[src/hdl/bias_sys_pkg.sv]
`default_nettype none
package bias_sys_pkg;

  // ----------------------------------------------------------------
  // register map
  // ----------------------------------------------------------------
  localparam int ADDR_W = 8;
  localparam int DATA_W = 8;
  localparam logic [7:0] BIAS_ADDR = 8'h08;
  localparam logic [7:0] SYSCTL_ADDR = 8'h09;
  localparam logic [7:0] BIAS_RESET = 8'h00;
  localparam logic [7:0] SYSCTL_RESET = 8'h10;
  localparam logic [7:0] UNMAPPED_READ = 8'h00;

  // ----------------------------------------------------------------
  // field positions
  // ----------------------------------------------------------------
  localparam int BIAS_LEVEL_BIT = 7;
  localparam int BIAS_PINS = 7;
  localparam int MON_LSB = 5;
  localparam int CAL_LSB = 3;
  localparam int TIMEOUT_BIT = 2;
  localparam int CRC_BIT = 1;
  localparam int STATUS_BIT = 0;
  localparam int MON_W = 3;
  localparam int CAL_W = 2;

  // ----------------------------------------------------------------
  // encodings
  // ----------------------------------------------------------------
  typedef enum logic [2:0] {
    MON_OFF = 3'h0,
    MON_MID_SHORT = 3'h1,
    MON_TEMP = 3'h2,
    MON_ASUPPLY = 3'h3,
    MON_DSUPPLY = 3'h4,
    MON_BURN_LOW = 3'h5,
    MON_BURN_HIGH = 3'h6,
    MON_UNDEF = 3'h7
  } monitor_sel_t;

  typedef enum logic [1:0] {
    CAL_1 = 2'h0,
    CAL_4 = 2'h1,
    CAL_8 = 2'h2,
    CAL_16 = 2'h3
  } cal_samp_t;

  localparam logic [4:0] CAL_COUNT_1 = 5'h01;
  localparam logic [4:0] CAL_COUNT_4 = 5'h04;
  localparam logic [4:0] CAL_COUNT_8 = 5'h08;
  localparam logic [4:0] CAL_COUNT_16 = 5'h10;

  typedef struct packed {
    logic [7:0] bias_q;
    logic [7:0] sysctl_q;
    logic [7:0] rdata_q;
  } regs_state_t;

  typedef struct packed {
    logic bias_enable;
    logic bias_level_sel;
    logic [6:0] bias_pins;
  } bias_ctrl_t;

  typedef struct packed {
    logic mux_open;
    logic gain_force_one;
    logic temp_sensor_on;
    logic supply_short_mid;
    logic analog_supply_mon;
    logic digital_supply_mon;
    logic burnout_enable;
    logic burnout_high;
  } monitor_ctrl_t;

endpackage
`default_nettype wire

[src/hdl/bias_and_system_control_regs.sv]
// Summary of operation
// - bias register bit 7 picks the bias level, 0 supply midpoint (reset), 1 one twelfth of the supply sum.
// - the bias generator is off whenever no bias input-select bit is set.
// - bias bits 6..0 each connect the bias to the common input or to inputs five to zero.
// - any combination of bias select bits is accepted and driven at once.
// - monitor code 000 off, 001 midpoint short, 011 analog supply/4, 100 digital supply/4.
// - monitor code 101 turns burn-out sources on at 0.2 uA, 110 at 10 uA.
// - either supply monitor code forces the amplifier gain to one.
// - midpoint-short, temperature and supply monitors open all input mux switches.
// - the calibration field picks 1, 4, 8 (reset) or 16 averaged samples.
// - system control bit 2 enables the serial timeout, off after reset.
// - system control bit 1 appends a CRC byte covering the result and the status byte if sent.
// - system control bit 0 prepends a status byte, off after reset.
// - the system control register resets to 10h.
//
// The plain strobed port was chosen for this implementation.
`timescale 1ns/1ps
`default_nettype none
module bias_and_system_control_regs (
  input wire logic clock,                                      // 200 MHz clock
  input wire logic rst,                                        // sync reset, active high
  input wire logic [bias_sys_pkg::ADDR_W-1:0] addr,            // register address
  input wire logic [bias_sys_pkg::DATA_W-1:0] wdata,           // write data
  input wire logic wr,                                         // write strobe
  input wire logic rd,                                         // read strobe
  output logic [bias_sys_pkg::DATA_W-1:0] rdata,               // read data, cycle after rd
  output bias_sys_pkg::bias_ctrl_t bias_ctrl,                  // bias generator controls
  output bias_sys_pkg::monitor_ctrl_t monitor_ctrl,            // system monitor controls
  output logic [4:0] calibration_sample_count,                 // samples averaged
  output logic timeout_enable,                                 // serial timeout on
  output logic crc_enable,                                     // append crc byte
  output logic status_byte_enable                              // prepend status byte
);

  // ----------------------------------------------------------------
  // state
  // ----------------------------------------------------------------
  bias_sys_pkg::regs_state_t s_q;
  bias_sys_pkg::regs_state_t s_d;
  bias_sys_pkg::monitor_ctrl_t mon_dec;
  logic [bias_sys_pkg::MON_W-1:0] mon_code;
  logic [bias_sys_pkg::CAL_W-1:0] cal_field;
  logic [4:0] cal_count;
  logic bias_hit;
  logic sysctl_hit;
  logic unmapped_hit;

  always_comb begin
    s_d = s_q;
    s_d.rdata_q = bias_sys_pkg::UNMAPPED_READ;
    if (wr) begin
      if (addr == bias_sys_pkg::BIAS_ADDR) begin
        s_d.bias_q = wdata;
      end else if (addr == bias_sys_pkg::SYSCTL_ADDR) begin
        s_d.sysctl_q = wdata;
      end
    end
    if (rd) begin
      if (addr == bias_sys_pkg::BIAS_ADDR) begin
        s_d.rdata_q = s_q.bias_q;
      end else if (addr == bias_sys_pkg::SYSCTL_ADDR) begin
        s_d.rdata_q = s_q.sysctl_q;
      end
    end
  end

  always_ff @(posedge clock) begin
    if (rst) begin
      s_q.bias_q <= bias_sys_pkg::BIAS_RESET;
      s_q.sysctl_q <= bias_sys_pkg::SYSCTL_RESET;
      s_q.rdata_q <= bias_sys_pkg::UNMAPPED_READ;
    end else begin
      s_q <= s_d;
    end
  end

  assign rdata = s_q.rdata_q;

  // ----------------------------------------------------------------
  // bias outputs
  // ----------------------------------------------------------------
  always_comb begin
    bias_ctrl.bias_level_sel = s_q.bias_q[bias_sys_pkg::BIAS_LEVEL_BIT];
    bias_ctrl.bias_pins = s_q.bias_q[bias_sys_pkg::BIAS_PINS-1:0];
    bias_ctrl.bias_enable = |s_q.bias_q[bias_sys_pkg::BIAS_PINS-1:0];
  end

  // ----------------------------------------------------------------
  // system control outputs
  // ----------------------------------------------------------------
  assign mon_code = s_q.sysctl_q[bias_sys_pkg::MON_LSB +: bias_sys_pkg::MON_W];
  monitor_decode u_mon (
    .code(mon_code),
    .ctrl(mon_dec)
  );
  // temperature mode relies on the host having enabled the amplifier
  assign monitor_ctrl = mon_dec;

  assign cal_field = s_q.sysctl_q[bias_sys_pkg::CAL_LSB +: bias_sys_pkg::CAL_W];
  always_comb begin
    unique case (bias_sys_pkg::cal_samp_t'(cal_field))
      bias_sys_pkg::CAL_1: cal_count = bias_sys_pkg::CAL_COUNT_1;
      bias_sys_pkg::CAL_4: cal_count = bias_sys_pkg::CAL_COUNT_4;
      bias_sys_pkg::CAL_8: cal_count = bias_sys_pkg::CAL_COUNT_8;
      bias_sys_pkg::CAL_16: cal_count = bias_sys_pkg::CAL_COUNT_16;
    endcase
  end
  assign calibration_sample_count = cal_count;

  assign timeout_enable = s_q.sysctl_q[bias_sys_pkg::TIMEOUT_BIT];
  assign crc_enable = s_q.sysctl_q[bias_sys_pkg::CRC_BIT];
  assign status_byte_enable = s_q.sysctl_q[bias_sys_pkg::STATUS_BIT];

  // ----------------------------------------------------------------
  // checks
  // ----------------------------------------------------------------
  assign bias_hit = addr == bias_sys_pkg::BIAS_ADDR;
  assign sysctl_hit = addr == bias_sys_pkg::SYSCTL_ADDR;
  assign unmapped_hit = !bias_hit && !sysctl_hit;

  AST_BIAS_OFF: assert property (@(posedge clock) disable iff (rst)
    (wr && bias_hit && wdata[bias_sys_pkg::BIAS_PINS-1:0] == '0) |=> !bias_ctrl.bias_enable)
    else $error("bias on with no input selected");
  AST_BIAS_LEVEL: assert property (@(posedge clock) disable iff (rst)
    (wr && addr == bias_sys_pkg::BIAS_ADDR) |=> bias_ctrl.bias_level_sel == $past(wdata[7]))
    else $error("bias level not from written bit");
  AST_BIAS_PINS: assert property (@(posedge clock) disable iff (rst)
    (wr && addr == bias_sys_pkg::BIAS_ADDR) |=> bias_ctrl.bias_pins == $past(wdata[6:0]))
    else $error("bias pins not from written bits");
  AST_MULTI: assert property (@(posedge clock) disable iff (rst)
    (wr && bias_hit && $countones(wdata[bias_sys_pkg::BIAS_PINS-1:0]) > 1) |=>
      bias_ctrl.bias_enable && bias_ctrl.bias_pins == $past(wdata[bias_sys_pkg::BIAS_PINS-1:0]))
    else $error("multiple bias inputs refused");
  AST_MON_MUX: assert property (@(posedge clock) disable iff (rst)
    (s_q.sysctl_q[7:5] inside {3'h1, 3'h2, 3'h3, 3'h4}) |-> monitor_ctrl.mux_open)
    else $error("mux not open in monitor mode");
  AST_GAIN: assert property (@(posedge clock) disable iff (rst)
    monitor_ctrl.gain_force_one == (s_q.sysctl_q[7:5] inside {3'h3, 3'h4}))
    else $error("gain force wrong");
  AST_BURN: assert property (@(posedge clock) disable iff (rst)
    monitor_ctrl.burnout_enable == (s_q.sysctl_q[7:5] inside {3'h5, 3'h6}) &&
    monitor_ctrl.burnout_high == (s_q.sysctl_q[7:5] == 3'h6))
    else $error("burn-out control wrong");
  AST_MON_OFF: assert property (@(posedge clock) disable iff (rst)
    (s_q.sysctl_q[7:5] inside {3'h0, 3'h7}) |-> monitor_ctrl == '0)
    else $error("monitor active when disabled");
  AST_CAL: assert property (@(posedge clock) disable iff (rst)
    calibration_sample_count == ((s_q.sysctl_q[4:3] == 2'h0) ? 5'h01 :
      (s_q.sysctl_q[4:3] == 2'h1) ? 5'h04 : (s_q.sysctl_q[4:3] == 2'h2) ? 5'h08 : 5'h10))
    else $error("calibration count wrong");
  AST_RESET: assert property (@(posedge clock)
    rst |=> s_q.sysctl_q == bias_sys_pkg::SYSCTL_RESET && !timeout_enable && !crc_enable && !status_byte_enable)
    else $error("system control reset value wrong");
  AST_FLAGS: assert property (@(posedge clock) disable iff (rst)
    (wr && addr == bias_sys_pkg::SYSCTL_ADDR) |=>
      {timeout_enable, crc_enable, status_byte_enable} == $past(wdata[2:0]))
    else $error("control flags not from written bits");
  AST_READBACK: assert property (@(posedge clock) disable iff (rst)
    (wr && addr == bias_sys_pkg::SYSCTL_ADDR) ##1 (rd && addr == bias_sys_pkg::SYSCTL_ADDR && !wr)
      |=> rdata == $past(wdata, 2))
    else $error("readback mismatch");

  // ----------------------------------------------------------------
  // reset checks
  // ----------------------------------------------------------------
  AST_BIAS_RESET: assert property (@(posedge clock)
    rst |=> bias_ctrl == '0)
    else $error("bias controls not cleared by reset");

  AST_MON_RESET: assert property (@(posedge clock)
    rst |=> monitor_ctrl == '0)
    else $error("monitor active after reset");

  AST_CAL_RESET: assert property (@(posedge clock)
    rst |=> calibration_sample_count == bias_sys_pkg::CAL_COUNT_8)
    else $error("calibration count not eight after reset");

  AST_TIMEOUT_RESET: assert property (@(posedge clock)
    rst |=> !timeout_enable)
    else $error("timeout enabled after reset");

  AST_CRC_RESET: assert property (@(posedge clock)
    rst |=> !crc_enable)
    else $error("crc enabled after reset");

  AST_STATUS_RESET: assert property (@(posedge clock)
    rst |=> !status_byte_enable)
    else $error("status byte enabled after reset");

  AST_RDATA_RESET: assert property (@(posedge clock)
    rst |=> rdata == bias_sys_pkg::UNMAPPED_READ)
    else $error("read data not cleared by reset");

  AST_BIAS_REG_RESET: assert property (@(posedge clock)
    rst |=> s_q.bias_q == bias_sys_pkg::BIAS_RESET)
    else $error("bias register reset value wrong");

  // ----------------------------------------------------------------
  // register bus checks
  // ----------------------------------------------------------------
  AST_WR_BIAS: assert property (@(posedge clock) disable iff (rst)
    (wr && bias_hit) |=> s_q.bias_q == $past(wdata))
    else $error("bias write not stored");

  AST_WR_SYSCTL: assert property (@(posedge clock) disable iff (rst)
    (wr && sysctl_hit) |=> s_q.sysctl_q == $past(wdata))
    else $error("system control write not stored");

  AST_WR_UNMAPPED: assert property (@(posedge clock) disable iff (rst)
    (wr && unmapped_hit) |=> $stable(s_q.bias_q) && $stable(s_q.sysctl_q))
    else $error("unmapped write changed a register");

  AST_HOLD: assert property (@(posedge clock) disable iff (rst)
    !wr |=> $stable(s_q.bias_q) && $stable(s_q.sysctl_q))
    else $error("register changed without a write");

  AST_WR_BIAS_KEEP_SYS: assert property (@(posedge clock) disable iff (rst)
    (wr && bias_hit) |=> $stable(s_q.sysctl_q))
    else $error("bias write changed system control");

  AST_WR_SYS_KEEP_BIAS: assert property (@(posedge clock) disable iff (rst)
    (wr && sysctl_hit) |=> $stable(bias_ctrl))
    else $error("system control write changed bias controls");

  AST_RD_BIAS: assert property (@(posedge clock) disable iff (rst)
    (rd && bias_hit) |=> rdata == $past(s_q.bias_q))
    else $error("bias read data wrong");

  AST_RD_SYSCTL: assert property (@(posedge clock) disable iff (rst)
    (rd && sysctl_hit) |=> rdata == $past(s_q.sysctl_q))
    else $error("system control read data wrong");

  AST_RD_UNMAPPED: assert property (@(posedge clock) disable iff (rst)
    (rd && unmapped_hit) |=> rdata == bias_sys_pkg::UNMAPPED_READ)
    else $error("unmapped read not zero");

  AST_RD_IDLE: assert property (@(posedge clock) disable iff (rst)
    !rd |=> rdata == bias_sys_pkg::UNMAPPED_READ)
    else $error("read data stands past its cycle");

  // ----------------------------------------------------------------
  // bias checks
  // ----------------------------------------------------------------
  AST_BIAS_ON: assert property (@(posedge clock) disable iff (rst)
    (wr && bias_hit && wdata[bias_sys_pkg::BIAS_PINS-1:0] != '0) |=> bias_ctrl.bias_enable)
    else $error("bias off with an input selected");

  AST_BIAS_LEVEL_LOW: assert property (@(posedge clock) disable iff (rst)
    (wr && bias_hit && !wdata[bias_sys_pkg::BIAS_LEVEL_BIT]) |=> !bias_ctrl.bias_level_sel)
    else $error("bias level not midpoint");

  // ----------------------------------------------------------------
  // system control checks
  // ----------------------------------------------------------------
  AST_TIMEOUT: assert property (@(posedge clock) disable iff (rst)
    (wr && sysctl_hit) |=> timeout_enable == $past(wdata[bias_sys_pkg::TIMEOUT_BIT]))
    else $error("timeout enable not from written bit");

  AST_CRC: assert property (@(posedge clock) disable iff (rst)
    (wr && sysctl_hit) |=> crc_enable == $past(wdata[bias_sys_pkg::CRC_BIT]))
    else $error("crc enable not from written bit");

  AST_STATUS: assert property (@(posedge clock) disable iff (rst)
    (wr && sysctl_hit) |=> status_byte_enable == $past(wdata[bias_sys_pkg::STATUS_BIT]))
    else $error("status byte enable not from written bit");

  AST_MID_SHORT: assert property (@(posedge clock) disable iff (rst)
    (mon_code == bias_sys_pkg::MON_MID_SHORT) |->
      monitor_ctrl.supply_short_mid && monitor_ctrl.mux_open && !monitor_ctrl.gain_force_one)
    else $error("midpoint short mode wrong");

  AST_TEMP: assert property (@(posedge clock) disable iff (rst)
    (mon_code == bias_sys_pkg::MON_TEMP) |->
      monitor_ctrl.temp_sensor_on && monitor_ctrl.mux_open && !monitor_ctrl.gain_force_one)
    else $error("temperature mode wrong");

  AST_ASUPPLY: assert property (@(posedge clock) disable iff (rst)
    (mon_code == bias_sys_pkg::MON_ASUPPLY) |-> monitor_ctrl.analog_supply_mon && !monitor_ctrl.digital_supply_mon)
    else $error("analog supply mode wrong");

  AST_DSUPPLY: assert property (@(posedge clock) disable iff (rst)
    (mon_code == bias_sys_pkg::MON_DSUPPLY) |-> monitor_ctrl.digital_supply_mon && !monitor_ctrl.analog_supply_mon)
    else $error("digital supply mode wrong");

  AST_BURN_LOW: assert property (@(posedge clock) disable iff (rst)
    (mon_code == bias_sys_pkg::MON_BURN_LOW) |->
      monitor_ctrl.burnout_enable && !monitor_ctrl.burnout_high && !monitor_ctrl.mux_open)
    else $error("low burn-out mode wrong");

  AST_BURN_HIGH: assert property (@(posedge clock) disable iff (rst)
    (mon_code == bias_sys_pkg::MON_BURN_HIGH) |->
      monitor_ctrl.burnout_enable && monitor_ctrl.burnout_high && !monitor_ctrl.mux_open)
    else $error("high burn-out mode wrong");

  AST_MUX_CLOSED: assert property (@(posedge clock) disable iff (rst)
    !(mon_code inside {bias_sys_pkg::MON_MID_SHORT, bias_sys_pkg::MON_TEMP, bias_sys_pkg::MON_ASUPPLY,
      bias_sys_pkg::MON_DSUPPLY}) |-> !monitor_ctrl.mux_open)
    else $error("mux opened outside monitor modes");

  AST_ONE_MEAS: assert property (@(posedge clock) disable iff (rst)
    $onehot0({monitor_ctrl.temp_sensor_on, monitor_ctrl.supply_short_mid, monitor_ctrl.analog_supply_mon,
      monitor_ctrl.digital_supply_mon, monitor_ctrl.burnout_enable}))
    else $error("more than one monitor function on");

  AST_UNDEF: assert property (@(posedge clock) disable iff (rst)
    (mon_code == bias_sys_pkg::MON_UNDEF) |-> monitor_ctrl == '0)
    else $error("undefined monitor code not disabled");

  AST_CAL_ONE: assert property (@(posedge clock) disable iff (rst)
    (wr && sysctl_hit && wdata[bias_sys_pkg::CAL_LSB +: bias_sys_pkg::CAL_W] == bias_sys_pkg::CAL_1) |=>
      calibration_sample_count == bias_sys_pkg::CAL_COUNT_1)
    else $error("calibration count not one");

  AST_CAL_FOUR: assert property (@(posedge clock) disable iff (rst)
    (wr && sysctl_hit && wdata[bias_sys_pkg::CAL_LSB +: bias_sys_pkg::CAL_W] == bias_sys_pkg::CAL_4) |=>
      calibration_sample_count == bias_sys_pkg::CAL_COUNT_4)
    else $error("calibration count not four");

  AST_CAL_EIGHT: assert property (@(posedge clock) disable iff (rst)
    (wr && sysctl_hit && wdata[bias_sys_pkg::CAL_LSB +: bias_sys_pkg::CAL_W] == bias_sys_pkg::CAL_8) |=>
      calibration_sample_count == bias_sys_pkg::CAL_COUNT_8)
    else $error("calibration count not eight");

  AST_CAL_SIXTEEN: assert property (@(posedge clock) disable iff (rst)
    (wr && sysctl_hit && wdata[bias_sys_pkg::CAL_LSB +: bias_sys_pkg::CAL_W] == bias_sys_pkg::CAL_16) |=>
      calibration_sample_count == bias_sys_pkg::CAL_COUNT_16)
    else $error("calibration count not sixteen");

endmodule // bias_and_system_control_regs
`default_nettype wire

[src/hdl/monitor_decode.sv]
`timescale 1ns/1ps
`default_nettype none
module monitor_decode (
  input wire logic [2:0] code,                       // monitor select field
  output bias_sys_pkg::monitor_ctrl_t ctrl           // decoded controls
);
  always_comb begin
    ctrl = '0;
    unique case (bias_sys_pkg::monitor_sel_t'(code))
      bias_sys_pkg::MON_OFF: begin
        ctrl = '0;
      end
      bias_sys_pkg::MON_MID_SHORT: begin
        ctrl.supply_short_mid = 1'b1;
        ctrl.mux_open = 1'b1;
      end
      bias_sys_pkg::MON_TEMP: begin
        ctrl.temp_sensor_on = 1'b1;
        ctrl.mux_open = 1'b1;
      end
      bias_sys_pkg::MON_ASUPPLY: begin
        ctrl.analog_supply_mon = 1'b1;
        ctrl.gain_force_one = 1'b1;
        ctrl.mux_open = 1'b1;
      end
      bias_sys_pkg::MON_DSUPPLY: begin
        ctrl.digital_supply_mon = 1'b1;
        ctrl.gain_force_one = 1'b1;
        ctrl.mux_open = 1'b1;
      end
      bias_sys_pkg::MON_BURN_LOW: begin
        ctrl.burnout_enable = 1'b1;
      end
      bias_sys_pkg::MON_BURN_HIGH: begin
        ctrl.burnout_enable = 1'b1;
        ctrl.burnout_high = 1'b1;
      end
      bias_sys_pkg::MON_UNDEF: begin
        ctrl = '0;
      end
    endcase
  end
endmodule // monitor_decode
`default_nettype wire
[config.mk]
export PLATFORM = sky130hd
export DESIGN_NAME = bias_and_system_control_regs
export DESIGN_NICKNAME = d
export VERILOG_FILES = /design/src/hdl/bias_sys_pkg.sv /design/src/hdl/bias_and_system_control_regs.sv /design/src/hdl/monitor_decode.sv
export SDC_FILE = /design/constraint.sdc
export NUM_CORES = 1
export LEC_CHECK = 0
export ABC_AREA = 1
export BUFFER_PORTS_ARGS = -buffer_cell sky130_fd_sc_hd__buf_2
export CAP_MARGIN = 20
export CORE_MARGIN = 8
export CORE_UTILIZATION = 35
export CTS_CLUSTER_DIAMETER = 100
export DETAILED_ROUTE_END_ITERATION = 10
export SLEW_MARGIN = 10
export SYNTH_ARGS = -nofsm -noshare
export SYNTH_HDL_FRONTEND = slang
export SYNTH_SLANG_ARGS = --single-unit
[constraint.sdc]
create_clock -name clock -period 2.5 [get_ports clock]
set_input_delay 0.375 -clock clock [delete_from_list [all_inputs] [get_ports clock]]
set_output_delay 0.375 -clock clock [all_outputs]
set_load 0.1 [all_outputs]
# Yosys cells after proc, flatten, opt, wreduce, memory -nomap -nowiden

Index checks and enable logic that the tools add are counted.
Widths: inputs -> output; s select.

Flip-flop bits (word level): 24
Input port bits: 20
Output and inout bits: 33

Eq/ne operators: 11
Muxes and demuxes: 11
Bitwise logic cells: 2
Reductions and logical operators: 8

Operators by type and width:

| kind               | count |
|---|---|
| $pmux 5 s4         | 1 |
| $eq 8x4->1 const B | 2 |
| $mux 8             | 2 |
| $eq 3x3->1 const B | 3 |
| $mux 1             | 8 |
| $reduce_or 7->1    | 1 |
| $eq 3x2->1 const B | 2 |
| $reduce_or 2->1    | 3 |
| $eq 2x2->1 const B | 2 |
| $reduce_or 4->1    | 1 |
| $eq 3x1->1 const B | 1 |
| $reduce_and 3->1   | 1 |
| $eq 2x1->1 const B | 1 |
| $logic_not 2->1    | 1 |
| $not 1->1          | 2 |
| $reduce_and 2->1   | 1 |

# Logic depth before layout (Yosys ltp)

Word-level depth: 3
Mapped depth: 8

# Hierarchy

A second synthesis with hierarchy kept.

Cells, all modules: 180
Area, all modules: 1,182.4 µm²

Modules (own cells, without submodules):

| module                       | instances | cells each | area an instance (µm²) |
|---|---|---|---|
| bias_and_system_control_regs | 1         | 160        | 1,093.5 |
| monitor_decode               | 1         | 20         | 88.8 |

# Least setup slack after synthesis

No wires, ideal clock.

Path type: reg2out
Start: reg s_q, in the netlist mon_code[2]
End: out monitor_ctrl[6] in the netlist's numbering
Arrival: 3.815 ns
Data required time: 2.125 ns
Path slack: -1.690 ns
Cell stages (with the launch flop): 5
Path buffers: 0
Cell sequence: dfxtp_1 > inv_1 > nor3_1 > inv_1 > o21ai_0

RTL lines:

| element     | line                               | RTL |
|---|---|---|
| from (decl) | bias_and_system_control_regs.sv:38 | `bias_sys_pkg::regs_state_t s_q;` |
| to (decl)   | bias_and_system_control_regs.sv:28 | `output bias_sys_pkg::monitor_ctrl_t monitor_ctrl,` |

==> results.md <==
- For this design the total switching power over the nets is 0.1668 mW.
- Setup repair after global routing left no endpoint under its margin.
- The overall die width is 73.48 um.
- The startpoint identified for the worst hold timing path is wdata[4].
- The measured slew at the worst slew-check pin is 0.4979 ns.
- The synthesized-area fraction occupied by ao, oa, aoi and oai cells is 0.08874.
- The number of antenna violations at the first check in global routing is 0.
- The filler cells instantiated in the layout total 384.
- The proportion of layout cells with a drive suffix above 1 is 0.3049.
- The placement-stage cell area is 0.001443 mm^2.
- The remaining routing DRC violations is 0.
- Headroom to the max-slew limit came out at 0.6673.
- After clock tree synthesis, the flow added hold-fix buffers numbering 0.
- STA puts the critical path data required time at 2.12 ns.
- The floorplan has 21 rows.
- The final instance area is 0.001495 mm^2.
- Once layout is complete, the utilization of the core stands at 0.4589.
- The largest clock skew in the final design is 0.004617 ns.
- When the netlist entered floorplanning its net count stood at 194.
- The adder-cell area share of the yosys netlist is 0.
- The part of the total power dissipated in combinational logic is 0.090.
- The xor-xnor portion of the synthesized cell area is 0.
- The worst setup path is captured at an output port.
- Measured against the total synthesized area, the mux share comes to 0.
- The path category of the worst min-delay check is primary input to flop.
- Each instance of the synthesized netlist takes up on average 6.644 um^2.
- For this design the top-level I/O count stands at 53.
- The sum of net half-perimeters after detailed placement is 2.352 mm.
- The clock net sink count is 24.
- The highest achievable clock rate is 473.6 MHz.
- Across all register-to-register paths, the minimum setup slack is 1.73 ns.
- The number of nets in the layout is 244.
- The clock buffer count from CTS is 3.
- The power per cell area is 489.8 mW/mm^2.
- The number of distinct library cells after synthesis is 21.
- The level count of the clock H-tree is 1.
- Routability-driven placement finished with a final weighted congestion of 0.7614.
- For this run, the register share of the synthesized area comes to 0.4156.
- The count of buffers from port buffering is 51.
- The number of iterations in the first detailed-routing pass is 4.
- In the global route stage, overall resource usage came out at 0.1197.
- Dividing the detail-routed wire length by the instance count gives 11.54 um.
- The share of total power dissipated in the clock network is 0.386.
- The pin count of the biggest net entering global routing is 25.
- The internal portion of the total power is 0.5656 mW.
- The tree is rooted in a clkbuf_4.
- Buffers added to address setup during post-CTS repair amount to 0.
- In this run the standard cell core region covers 0.003258 mm^2.
- Setup violations remaining at the end of the flow were counted as 0.
- The final-report hold violation count came to 0.
- TritonCTS built the clock tree.
- The run finished with clean final reports.
- Compared with the post-synthesis result, the final layout area differs by 29.33%.
- The critical path in this run is classified as flop to output port.
- 0 antenna diodes ended up in the layout.
- In the routed layout, each cell is associated on average with a via count of 4.357.
- Measured along the y axis, the die boundary spans 73.48 um.
- The final setup TNS is 0 ns.
- The clock reaches the later pin of the worst-skew pair after 0.32 ns.
- In this run, post-CTS repair resized a total of 0 instances.
- In the layout the commonest cells are buf_2, nand2_1, nor2_1.
- The first-pass GRT wire length is 5.085 mm.
- The clock period minus final worst setup slack is 2.112 ns.
- In the synthesized netlist, the number of instances is 174.
- Tracing the worst setup path back leads to its startpoint at mon_code[1].
- After global routing the overflow that remains totals 0.
- Dividing the final minimum period by the clock period gives 0.8446.
- For this design the static power due to leakage is 0.7477 nW.
- The count of nets left with antenna violations after detail routing is 0.
- The library cell used most frequently in the layout, excluding fill and tap cells, is buf_2.
- The total vias in the final route is 1172.
- Counting flops and latches in the post-synthesis netlist gives 24.
- The sequential share of power is 0.524.
- The startpoint type of the worst setup path is a flop.
- The critical register-to-register path startpoint is cal_field[1].
- In this run the deepest clock path goes through 2 buffers.
- Across the VDD grid, the largest voltage drop is 0.0002034 V.
- The clock-pin slew reported for the worst setup and hold paths after clock tree synthesis is 0.13 ns.
- Of the total synthesized cell area, the portion taken by AND, OR, NAND and NOR gates is 0.3831.
- The via count of the first global-routing pass was 1136.
- The total count of max-transition violations in the final report is 0.
- The synthesized netlist occupies a cell area of 0.001156 mm^2.
- Across the run, the number of max-cap violations was 0.
- The number of violations reported at the end of detailed-routing iteration 0 is 57.
- Of all nets on the critical path, the largest fanout is 5.
- The die covers 0.005399 mm^2.
- Of the total power, the share spent switching nets is 0.2278.
- The starting utilization of the core area is 0.3548.
- The critical path arrival is 1.74 ns.
- Wires add up to 3.105 mm.
- The main combinational cell family by area after synthesis is simple AND/OR/NAND/NOR gates.
- For this run, the number of Yosys warnings is 0.
==> critical path, cell delays in order, from the launching register on <==
cell	delay (ns)
dfxtp_2	0.40
inv_1	0.09
or2_2	0.31
o211ai_1	0.17
buf_2	0.45
==> logic make-up after synthesis <==
| family | Yosys count |
|---|---|
| buffers and inverters | 27 |
| AO/OA/AOI/OAI | 20 |
| flip-flops | 24 |
| other | 1 |
| AND/OR/NAND/NOR | 102 |
==> area by class of cell <==
class                           instances  area (um^2)  share of cell area
Tap cell                               46        57.56             0.03849
Clock buffer                            3        22.52             0.01506
Timing Repair Buffer                   52        262.8              0.1757
Inverter                               20        75.07             0.05021
Sequential cell                        24        483.0              0.3230
Clock inverter                          1        30.03             0.02008
Multi-Input combinational cell        123        564.3              0.3774
==> power by group through the flow <==
stage	Combinational (mW)	Sequential (mW)	Clock, mW
global route	0.0739	0.384	0.304
finish	0.0661	0.384	0.283
detailed placement	0.0664	0.392	0
floorplan	0.0419	0.395	0
global placement	0.0663	0.392	0
CTS	0.0666	0.384	0.287
==> through the flow <==
stage                     setup WS, ns  instances  total power, mW  hold WS [ns]
after floorplan                -0.1161        174           0.4369        0.4753
after global placement          0.7504        265           0.4584        0.4868
after detailed placement        0.7423        265           0.4585        0.4840
after CTS                       0.3786        269           0.7371        0.2722
after global routing            0.2878        269           0.7620        0.3033
final                           0.3884        269           0.7324        0.2701
==> registers in the layout, indices dropped and copies added, names as in the netlist <==
signal,flops
crc_enable,1
status_byte_enable,1
timeout_enable,1
mon_code,3
cal_field,2
rdata,8
bias_ctrl,8
==> path summary, 6_finish.rpt <==
path                     endpoint  cells after the start
setup reg to reg         rdata[4]                      2
setup / recovery  monitor_ctrl[7]                      4
hold / removal       cal_field[1]                      3
hold reg to reg          rdata[2]                      2
==> Yosys cell counts (all sizes together) <==
cell | instances | area, um^2
nor3 | 2 | 10.01
nand3b | 1 | 7.510
o211ai | 1 | 7.510
inv | 19 | 71.32
clkinv | 1 | 3.750
dfxtp | 24 | 480.5
nand3 | 15 | 75.07
nor4 | 1 | 6.260
or2 | 1 | 6.260
nor2 | 38 | 167.7
a21oi | 17 | 85.08
o21ai | 2 | 10.01
nand2 | 44 | 170.2
conb | 1 | 3.750
buf | 6 | 47.54
clkbuf | 1 | 3.750
==> layer usage <==
metal	part of all wire	track usage
met1	0.46	0.1380
met2	0.44	0.2008
met3	0.076	0.02729
met4	0.020	0.05987
met5	0	0
(Power assumes the default switching activity.)
